==> config.mk <==
export PLATFORM = sky130hd
export DESIGN_NAME = pll_divider_counter_config
export DESIGN_NICKNAME = d
export VERILOG_FILES = /design/src/pll_cfg_pkg.sv /design/src/div_counter.sv /design/src/pll_divider_counter_config.sv
export SDC_FILE = /design/constraint.sdc
export NUM_CORES = 1
export LEC_CHECK = 0
export BUFFER_PORTS_ARGS = -buffer_cell sky130_fd_sc_hd__clkbuf_2
export CORE_UTILIZATION = 30
export CTS_BUF_LIST = sky130_fd_sc_hd__clkbuf_4
export DETAILED_ROUTE_END_ITERATION = 6
export PLACE_DENSITY = 0.53
export SETUP_SLACK_MARGIN = 0.1
export SLEW_MARGIN = 20
export SYNTH_ARGS = -nofsm -noshare
export SYNTH_HDL_FRONTEND = slang
export SYNTH_HIERARCHICAL = 1
export SYNTH_SLANG_ARGS = --single-unit
==> constraint.sdc <==
create_clock -name core_clk -period 3.8 [get_ports core_clk]
set_input_delay 0.38 -clock core_clk [delete_from_list [all_inputs] [get_ports core_clk]]
set_output_delay 0.38 -clock core_clk [all_outputs]
set_load 0.1 [all_outputs]
==> src/pll_cfg_pkg.sv <==
// Package: register map, field positions and codes of the divider block
package pll_cfg_pkg;

    // ========================================================
    // Register port geometry
    localparam int ADDR_W = 10;
    localparam int DATA_W = 8;

    // ========================================================
    // Register offsets
    localparam logic [9:0] PLL_CTRL_OFS     = 10'h010;
    localparam logic [9:0] REF_LOW_OFS      = 10'h011;
    localparam logic [9:0] REF_HIGH_OFS     = 10'h012;
    localparam logic [9:0] SWALLOW_OFS      = 10'h013;
    localparam logic [9:0] MAIN_LOW_OFS     = 10'h014;
    localparam logic [9:0] MAIN_HIGH_OFS    = 10'h015;
    localparam logic [9:0] RST_PUMP_OFS     = 10'h016;

    // ========================================================
    // Reset values
    localparam logic [7:0] PLL_CTRL_RST     = 8'h7D;
    localparam logic [7:0] REF_LOW_RST      = 8'h01;
    localparam logic [5:0] REF_HIGH_RST     = 6'h00;
    localparam logic [5:0] SWALLOW_RST      = 6'h00;
    localparam logic [7:0] MAIN_LOW_RST     = 8'h03;
    localparam logic [4:0] MAIN_HIGH_RST    = 5'h00;
    localparam logic [7:0] RST_PUMP_RST     = 8'h00;

    // ========================================================
    // Field widths and positions
    localparam int REF_W            = 14;
    localparam int SWALLOW_W        = 6;
    localparam int MAIN_W           = 13;
    localparam int PUMP_HALF_BIT    = 7;
    localparam int REF_RESET_BIT    = 6;
    localparam int FB_RESET_BIT     = 5;
    localparam int ALL_RESET_BIT    = 4;

    // ========================================================
    // Operating mode codes, field [1:0] of the mode register
    localparam logic [1:0] MODE_NORMAL      = 2'h0;
    localparam logic [1:0] MODE_SYNC_PD     = 2'h1;
    localparam logic [1:0] MODE_UNUSED      = 2'h2;
    localparam logic [1:0] MODE_ASYNC_PD    = 2'h3;

endpackage

==> src/div_counter.sv <==
// Programmable down counter used for the reference and feedback dividers
`timescale 1ns/1ns
module div_counter #(
    parameter int WIDTH = 14
) (
    input  wire logic               core_clk,
    input  wire logic               nrst,
    input  wire logic               ce,
    input  wire logic               hold,
    input  wire logic               tick,
    input  wire logic [WIDTH-1:0]   load_val,
    output logic      [WIDTH-1:0]   count,
    output logic                    term
);

    // ========================================================
    // Counting
    logic               fresh;
    logic               at_end;
    logic [WIDTH-1:0]   next_count;

    // A value of zero or one divides by one
    assign at_end     = (count <= WIDTH'(1));
    assign next_count = count - WIDTH'(1);

    // Held counter follows load_val; first tick after release reloads
    always_ff @(posedge core_clk or negedge nrst) begin
        if (!nrst) begin
            count <= '0;
            fresh <= 1'b1;
            term  <= 1'b0;
        end else if (ce) begin
            term <= 1'b0;
            if (hold) begin
                count <= load_val;
                fresh <= 1'b1;
            end else if (tick && fresh) begin
                count <= load_val;
                fresh <= 1'b0;
            end else if (tick && at_end) begin
                count <= load_val;
                term  <= 1'b1;
            end else if (tick) begin
                count <= next_count;
            end
        end
    end

endmodule

==> src/pll_divider_counter_config.sv <==
// Divider count registers, counter reset and pump control of the PLL
`timescale 1ns/1ns
module pll_divider_counter_config
    import pll_cfg_pkg::*;
(
    input  wire logic                           core_clk,
    input  wire logic                           nrst,
    input  wire logic                           ce,
    input  wire logic [pll_cfg_pkg::ADDR_W-1:0] reg_addr,
    input  wire logic [pll_cfg_pkg::DATA_W-1:0] reg_wdata,
    input  wire logic                           reg_wr,
    input  wire logic                           reg_rd,
    output logic      [pll_cfg_pkg::DATA_W-1:0] reg_rdata,
    output logic                                reg_rvalid,
    input  wire logic                           ref_clk_pin,
    input  wire logic                           fb_clk_pin,
    output logic                                ref_div_pulse,
    output logic                                fb_div_pulse,
    output logic                                swallow_pulse,
    output logic                                pump_force_half,
    output logic                                ref_in_reset,
    output logic                                fb_in_reset,
    output logic                                pll_active,
    output logic                                sync_power_down,
    output logic                                async_power_down
);
    import pll_cfg_pkg::*;

    // ========================================================
    // Register storage
    logic [7:0]             pll_mode_ctrl;
    logic [7:0]             ref_divider_low;
    logic [5:0]             ref_divider_high;
    logic [5:0]             swallow_count;
    logic [7:0]             main_feedback_count_low;
    logic [4:0]             main_feedback_count_high;
    logic [7:0]             divider_reset_pump_control;

    // Offset compare shared by the write and the read decode
    function automatic logic addr_is(
        input logic [ADDR_W-1:0] addr,
        input logic [ADDR_W-1:0] ofs
    );
        return addr == ofs;
    endfunction

    // Address decode; offsets outside the map match nothing
    wire  hit_mode    = addr_is(reg_addr, PLL_CTRL_OFS);
    wire  hit_ref_lo  = addr_is(reg_addr, REF_LOW_OFS);
    wire  hit_ref_hi  = addr_is(reg_addr, REF_HIGH_OFS);
    wire  hit_swallow = addr_is(reg_addr, SWALLOW_OFS);
    wire  hit_main_lo = addr_is(reg_addr, MAIN_LOW_OFS);
    wire  hit_main_hi = addr_is(reg_addr, MAIN_HIGH_OFS);
    wire  hit_ctrl    = addr_is(reg_addr, RST_PUMP_OFS);
    wire  wr_en       = ce && reg_wr;

    // Writes land on the same edge they are presented. Spare upper bits
    // of the short registers are dropped here rather than stored, so no
    // stale spare bit can ever reach a counter load value.
    always_ff @(posedge core_clk or negedge nrst) begin
        if (!nrst) begin
            pll_mode_ctrl              <= PLL_CTRL_RST;
            ref_divider_low            <= REF_LOW_RST;
            ref_divider_high           <= REF_HIGH_RST;
            swallow_count              <= SWALLOW_RST;
            main_feedback_count_low    <= MAIN_LOW_RST;
            main_feedback_count_high   <= MAIN_HIGH_RST;
            divider_reset_pump_control <= RST_PUMP_RST;
        end else if (wr_en) begin
            if (hit_mode) begin
                pll_mode_ctrl <= reg_wdata;
            end
            if (hit_ref_lo) begin
                ref_divider_low <= reg_wdata;
            end
            if (hit_ref_hi) begin
                ref_divider_high <= reg_wdata[5:0];
            end
            if (hit_swallow) begin
                swallow_count <= reg_wdata[5:0];
            end
            if (hit_main_lo) begin
                main_feedback_count_low <= reg_wdata;
            end
            if (hit_main_hi) begin
                main_feedback_count_high <= reg_wdata[4:0];
            end
            if (hit_ctrl) begin
                divider_reset_pump_control <= reg_wdata;
            end
        end
    end

    // ========================================================
    // Read path; unmapped offsets and unused upper bits read zero
    logic [7:0]         read_mux;
    logic [7:0]         rb_ref_high;
    logic [7:0]         rb_swallow;
    logic [7:0]         rb_main_high;

    // Short registers padded to a byte for readback
    assign rb_ref_high  = {2'h0, ref_divider_high};
    assign rb_swallow   = {2'h0, swallow_count};
    assign rb_main_high = {3'h0, main_feedback_count_high};

    assign read_mux =
        hit_mode    ? pll_mode_ctrl :
        hit_ref_lo  ? ref_divider_low :
        hit_ref_hi  ? rb_ref_high :
        hit_swallow ? rb_swallow :
        hit_main_lo ? main_feedback_count_low :
        hit_main_hi ? rb_main_high :
        hit_ctrl    ? divider_reset_pump_control :
                      8'h00;

    // Read data registered, valid one cycle after the strobe. The mux
    // looks at storage before the edge, so a write and a read to one
    // offset in the same cycle return the old value.
    always_ff @(posedge core_clk or negedge nrst) begin
        if (!nrst) begin
            reg_rdata  <= 8'h00;
            reg_rvalid <= 1'b0;
        end else if (ce) begin
            reg_rvalid <= reg_rd;
            if (reg_rd) begin
                reg_rdata <= read_mux;
            end
        end
    end

    // ========================================================
    // Mode and counter-reset decode
    logic [1:0]         mode_code;
    logic               mode_normal;
    logic               next_ref_hold;
    logic               next_fb_hold;
    logic               next_pump_half;
    logic               next_sync_pd;
    logic               next_async_pd;

    // All-counters bit in both groups
    // The all-counters bit and any mode but normal override a group's own
    // bit, so a powered-down PLL never leaves a divider running free
    function automatic logic counter_held(
        input logic [7:0] ctrl,
        input int         own_bit,
        input logic       normal
    );
        return ctrl[own_bit] || ctrl[ALL_RESET_BIT] || !normal;
    endfunction

    // Only the mode field matters here; pump current, pump mode and
    // polarity bits are kept for readback alone
    assign mode_code   = pll_mode_ctrl[1:0];
    assign mode_normal = (mode_code == MODE_NORMAL);

    assign next_ref_hold =
        counter_held(divider_reset_pump_control, REF_RESET_BIT, mode_normal);

    // Swallow and main hold, bit 5
    assign next_fb_hold =
        counter_held(divider_reset_pump_control, FB_RESET_BIT, mode_normal);

    assign next_pump_half = divider_reset_pump_control[PUMP_HALF_BIT];

    // Power-down codes; unused 10 raises neither flag
    assign next_sync_pd  = (mode_code == MODE_SYNC_PD);
    assign next_async_pd = (mode_code == MODE_ASYNC_PD);

    // Status outputs all come from flops, one cycle behind storage
    always_ff @(posedge core_clk or negedge nrst) begin
        if (!nrst) begin
            pump_force_half  <= 1'b0;
            ref_in_reset     <= 1'b1;
            fb_in_reset      <= 1'b1;
            pll_active       <= 1'b0;
            sync_power_down  <= 1'b1;
            async_power_down <= 1'b0;
        end else if (ce) begin
            pump_force_half  <= next_pump_half;
            ref_in_reset     <= next_ref_hold;
            fb_in_reset      <= next_fb_hold;
            pll_active       <= mode_normal;
            sync_power_down  <= next_sync_pd;
            async_power_down <= next_async_pd;
        end
    end

    // ========================================================
    // Pin synchronisers and edge detect
    logic [2:0]         ref_sync;
    logic [2:0]         fb_sync;
    logic               ref_tick;
    logic               fb_tick;

    // Pins are asynchronous: two stages settle them, the third keeps the
    // previous settled level for edge detection. Logic reads only the
    // second and third stages, never the first.
    always_ff @(posedge core_clk or negedge nrst) begin
        if (!nrst) begin
            ref_sync <= 3'h0;
            fb_sync  <= 3'h0;
        end else if (ce) begin
            ref_sync <= {ref_sync[1:0], ref_clk_pin};
            fb_sync  <= {fb_sync[1:0], fb_clk_pin};
        end
    end

    // Rising edge between settled and previous levels
    function automatic logic rose(input logic [1:0] stages);
        return stages[0] && !stages[1];
    endfunction

    // Pin clocks must stay below half of core_clk or edges are lost;
    // the tick trails the pin edge by about two core cycles
    assign ref_tick = rose(ref_sync[2:1]);
    assign fb_tick  = rose(fb_sync[2:1]);

    // ========================================================
    // Divider counters
    logic [REF_W-1:0]       ref_load;
    logic [MAIN_W-1:0]      main_load;

    // Count words joined from their bytes. Nothing latches the pair, so
    // a running counter may pick up a mix of old and new bytes; hold it
    // in reset while both halves are rewritten.
    assign ref_load  = {ref_divider_high, ref_divider_low};
    assign main_load = {main_feedback_count_high, main_feedback_count_low};

    // Only the terminal pulses leave the block; running counts stay
    // inside. The swallow counter runs on feedback ticks by itself, a
    // simplified model of the two-counter feedback path.
    // Reference counter held by flopped hold
    div_counter #(
        .WIDTH      (REF_W)
    ) u_ref_counter (
        .core_clk   (core_clk),
        .nrst       (nrst),
        .ce         (ce),
        .hold       (ref_in_reset),
        .tick       (ref_tick),
        .load_val   (ref_load),
        .count      (),
        .term       (ref_div_pulse)
    );

    div_counter #(
        .WIDTH      (SWALLOW_W)
    ) u_swallow_counter (
        .core_clk   (core_clk),
        .nrst       (nrst),
        .ce         (ce),
        .hold       (fb_in_reset),
        .tick       (fb_tick),
        .load_val   (swallow_count),
        .count      (),
        .term       (swallow_pulse)
    );

    div_counter #(
        .WIDTH      (MAIN_W)
    ) u_main_counter (
        .core_clk   (core_clk),
        .nrst       (nrst),
        .ce         (ce),
        .hold       (fb_in_reset),
        .tick       (fb_tick),
        .load_val   (main_load),
        .count      (),
        .term       (fb_div_pulse)
    );

endmodule

==> impl_metrics.ini <==
[sta]
rsz0062_at_grt = false
whs_ns = 0.121
drv_slew = 0
hold_violations = 0
period_minus_slack_ns = 2.63
max_freq_ghz = 0.380
tightest_slew_ns = 0.897
setup_violations = 0
tns_ns = 0
relSlewSlack = 0.397
skew_ns = 0.00976
finalCritPeriodShare = 0.692

[logic_synthesis]
muxShareOfSynthArea = 0.147
syn-instance-count = 556
synth_top_cells_by_area = dfrtp_1 40%, mux2_2 11%, dfstp_2 6.7%
synth_xor_area_frac = 0
synth_top_family_by_area = compound AO/OA/AOI/OAI gates
synth_top_area_cell = dfrtp_1
synth_edf_count = 0
synth_area_um2 = 5870
synth_nets = 587
synth_cell_types = 63
synth_compound_area_frac = 0.171
synth-simple-area-share = 0.160
synth_seq_cells = 109
postSynthAreaPerCell_um2 = 10.6
async_flop_share = 1.00
yosys_warnings = 6
ys_seq_area_frac = 0.468
synth_fa_ha_area_frac = 0.0128
synth_flop_cell = dfrtp_1
synthDominantCellAreaShare = 0.401

[drt]
drt_iter0_markers = 235
wl_um = 15100
antenna_left = 0
via_per_inst = 5.34
drc = 0
wl_per_cell_um = 17.6
firstDrtPassIters = 4
vias = 4595

[clock_tree]
clock-root-buffer = clkbuf_4
cts.repair.resized = 0
clockBufferDepth = 2
clk_pin_slew_ns = 0.16
clock_sinks = 109
clock_latency_ns = 0.49
cts_tree = built
cts_made_buffers = 9
h-tree-depth = 3

[layout]
syn_to_final_growth_pct = 10.0
final_cell_mix = 94 x dfrtp_1, 59 x mux2_2, 41 x clkbuf_2
fin_util = 0.341
nets = 626
drive_gt1_frac = 0.268
fillers = 1932
ff_latch_area_um2 = 2750
multi_input_area_um2 = 2880
final_common_cell = dfrtp_1

[global_route]
grt_usage = 0.160
antenna_found_initial = 1
grt_pass1_vias = 4590
grt_start_max_net_pins = 41
overflow = 0
grt_pass1_wl_um = 24900

[worst_setup_path]
start_kind = flip-flop
arrival_ns = 2.99
r2r_cells = 5
worst-r2r-setup-slack_ns = 1.17
rr_startpoint = u_main_counter/count[5]$_DFFE_PN0P_
slowest_delay_ns = 0.73
path_cells = or4_4 > or3_4 > o41a_1 > o21ai_0 > a2bb2oi_1
worstPathRequired_ns = 4.16
path_max_fanout = 18
crit_type = flip-flop to flip-flop
worstReg2RegEnd = u_main_counter/count[11]$_DFFE_PN0P_
cp-end-kind = flip-flop
crit_slowest_cell = o41a_1

[outcome]
status = finished clean

[die]
initial_core_util = 0.310
die_area_um2 = 20100
die_y_um = 142
core-area_um2 = 19000
die_w_um = 142
num_rows = 50
io_pins = 43

[flow_run]
maxCapViolations = 0

[place]
dpl.hpwl_um = 11000
portBuffers = 42
gp_congestion = 0.896

[power_and_ir_drop]
power.density_nw_per_um2 = 461
finalPower_mw = 2.98
p_leak_nw = 2.75
ir_drop_mv = 0.239

[hold_path]
hold_start = ref_clk_pin
hold_class = primary input to flip-flop
min_path_cells = 2
worst_hold_path.endpoint = ref_sync[0]$_DFFE_PN0P_
-- timing repair --
action / in CTS / in global routing
hold endpoints to repair: 28 / 0
buffers inserted: 0 / 0
hold buffers: 1 / 0
-- synth_stat cells, types with 3 or more instances --
| library cell | instances |
|---|---|
| dfrtp_1 | 94 |
| o21a_1 | 5 |
| nor2_1 | 26 |
| or3_1 | 4 |
| nand3_1 | 30 |
| nor3b_1 | 5 |
| a21oi_2 | 3 |
| a22oi_1 | 15 |
| buf_1 | 3 |
| nor4b_1 | 3 |
| mux2i_1 | 20 |
| a21oi_1 | 26 |
| mux2_2 | 59 |
| or4_4 | 3 |
| o311ai_0 | 3 |
| a221oi_1 | 5 |
| nor3_1 | 10 |
| inv_1 | 28 |
| dfstp_2 | 15 |
| a211oi_1 | 3 |
| or3_4 | 4 |
| o211ai_1 | 6 |
| nand2_1 | 40 |
| o21ai_1 | 3 |
| nand4_1 | 5 |
| clkbuf_1 | 9 |
| nand2b_1 | 4 |
| buf_2 | 6 |
| nor4_1 | 9 |
| o21ai_0 | 38 |
| nor2b_1 | 10 |
| a2bb2oi_1 | 12 |
| ha_1 | 6 |
| a22o_1 | 9 |
-- how the worst max path moves through the flow --
stage | from | end | slack, ns | cells past startpoint
floorplan | u_ref_counter/count[8]$_DFFE_PN0P_ | u_ref_counter/count[13]$_DFFE_PN0P_ | 1.44 | 5
global placement | u_main_counter/count[5]$_DFFE_PN0P_ | u_main_counter/count[2]$_DFFE_PN0P_ | 1.28 | 5
detailed placement | u_main_counter/count[5]$_DFFE_PN0P_ | u_main_counter/count[11]$_DFFE_PN0P_ | 1.19 | 5
CTS | u_main_counter/count[5]$_DFFE_PN0P_ | u_main_counter/count[11]$_DFFE_PN0P_ | 1.18 | 5
global route | u_ref_counter/count[0]$_DFFE_PN0P_ | u_ref_counter/count[10]$_DFFE_PN0P_ | 1.02 | 6
finish | u_main_counter/count[5]$_DFFE_PN0P_ | u_main_counter/count[11]$_DFFE_PN0P_ | 1.17 | 5
-- layout make-up --
| cell class | count | share of cell area |
|---|---|---|
| clock inverter | 5 | 0.00426 |
| tap | 260 | 0.0504 |
| sequential | 109 | 0.425 |
| multi-input combinational | 395 | 0.446 |
| antenna | 1 | 0.000387 |
| inverter | 28 | 0.0163 |
| timing repair buffer | 52 | 0.0449 |
| clock buffer | 11 | 0.0128 |
-- metrics by stage --
step           setup WS (ns)  cells  instance area [um2]
5_1_grt                 1.02    861                 6460
3_3_place_gp            1.28    843                 6340
6_report                1.17    861                 6460
4_1_cts                 1.18    860                 6460
2_1_floorplan           1.44    556                 5870
3_5_place_dp            1.19    843                 6340
-- metal layers --
metal  global-route usage  vias up  wire length, um
met5                    0        -                0
met4               0.0849        0              512
met3               0.0159       35              503
met2                0.250      119             6810
met1                0.220     2298             7290
li1                     -     2143                -
-- power breakdown --
part / internal, mW / switching, mW / total (mW)
Combinational: 0.348 / 0.504 / 0.852
Sequential: 1.35 / 0.233 / 1.59
Clock: 0.144 / 0.395 / 0.539
-- logic make-up after synthesis --
logic type | Yosys count
buffers and inverters | 52
adders and majority gates | 6
muxes | 79
DFF | 109
and+or+nand+nor | 169
AOI/OAI and AO/OA | 141
-- sequential cells by signal, summed over array words and instances (netlist names), 3 cells and up --
| signal | flops |
|---|---|
| u_main_counter/count | 13 |
| ref_sync | 3 |
| fb_sync | 3 |
| ref_divider_high | 6 |
| ref_divider_low | 8 |
| swallow_count | 6 |
| reg_rdata | 8 |
| divider_reset_pump_control | 8 |
| pll_mode_ctrl | 8 |
| u_ref_counter/count | 14 |
| main_feedback_count_high | 5 |
| main_feedback_count_low | 8 |
| u_swallow_counter/count | 6 |
-- worst max-delay path, delay by kind of cell (launching register included) --
family | cells | cell delay (ns)
AND/OR/NAND/NOR | 2 | 0.93
flip-flops | 1 | 0.46
AO/OA/AOI/OAI | 3 | 1.12
(Power assumes the default switching activity.)
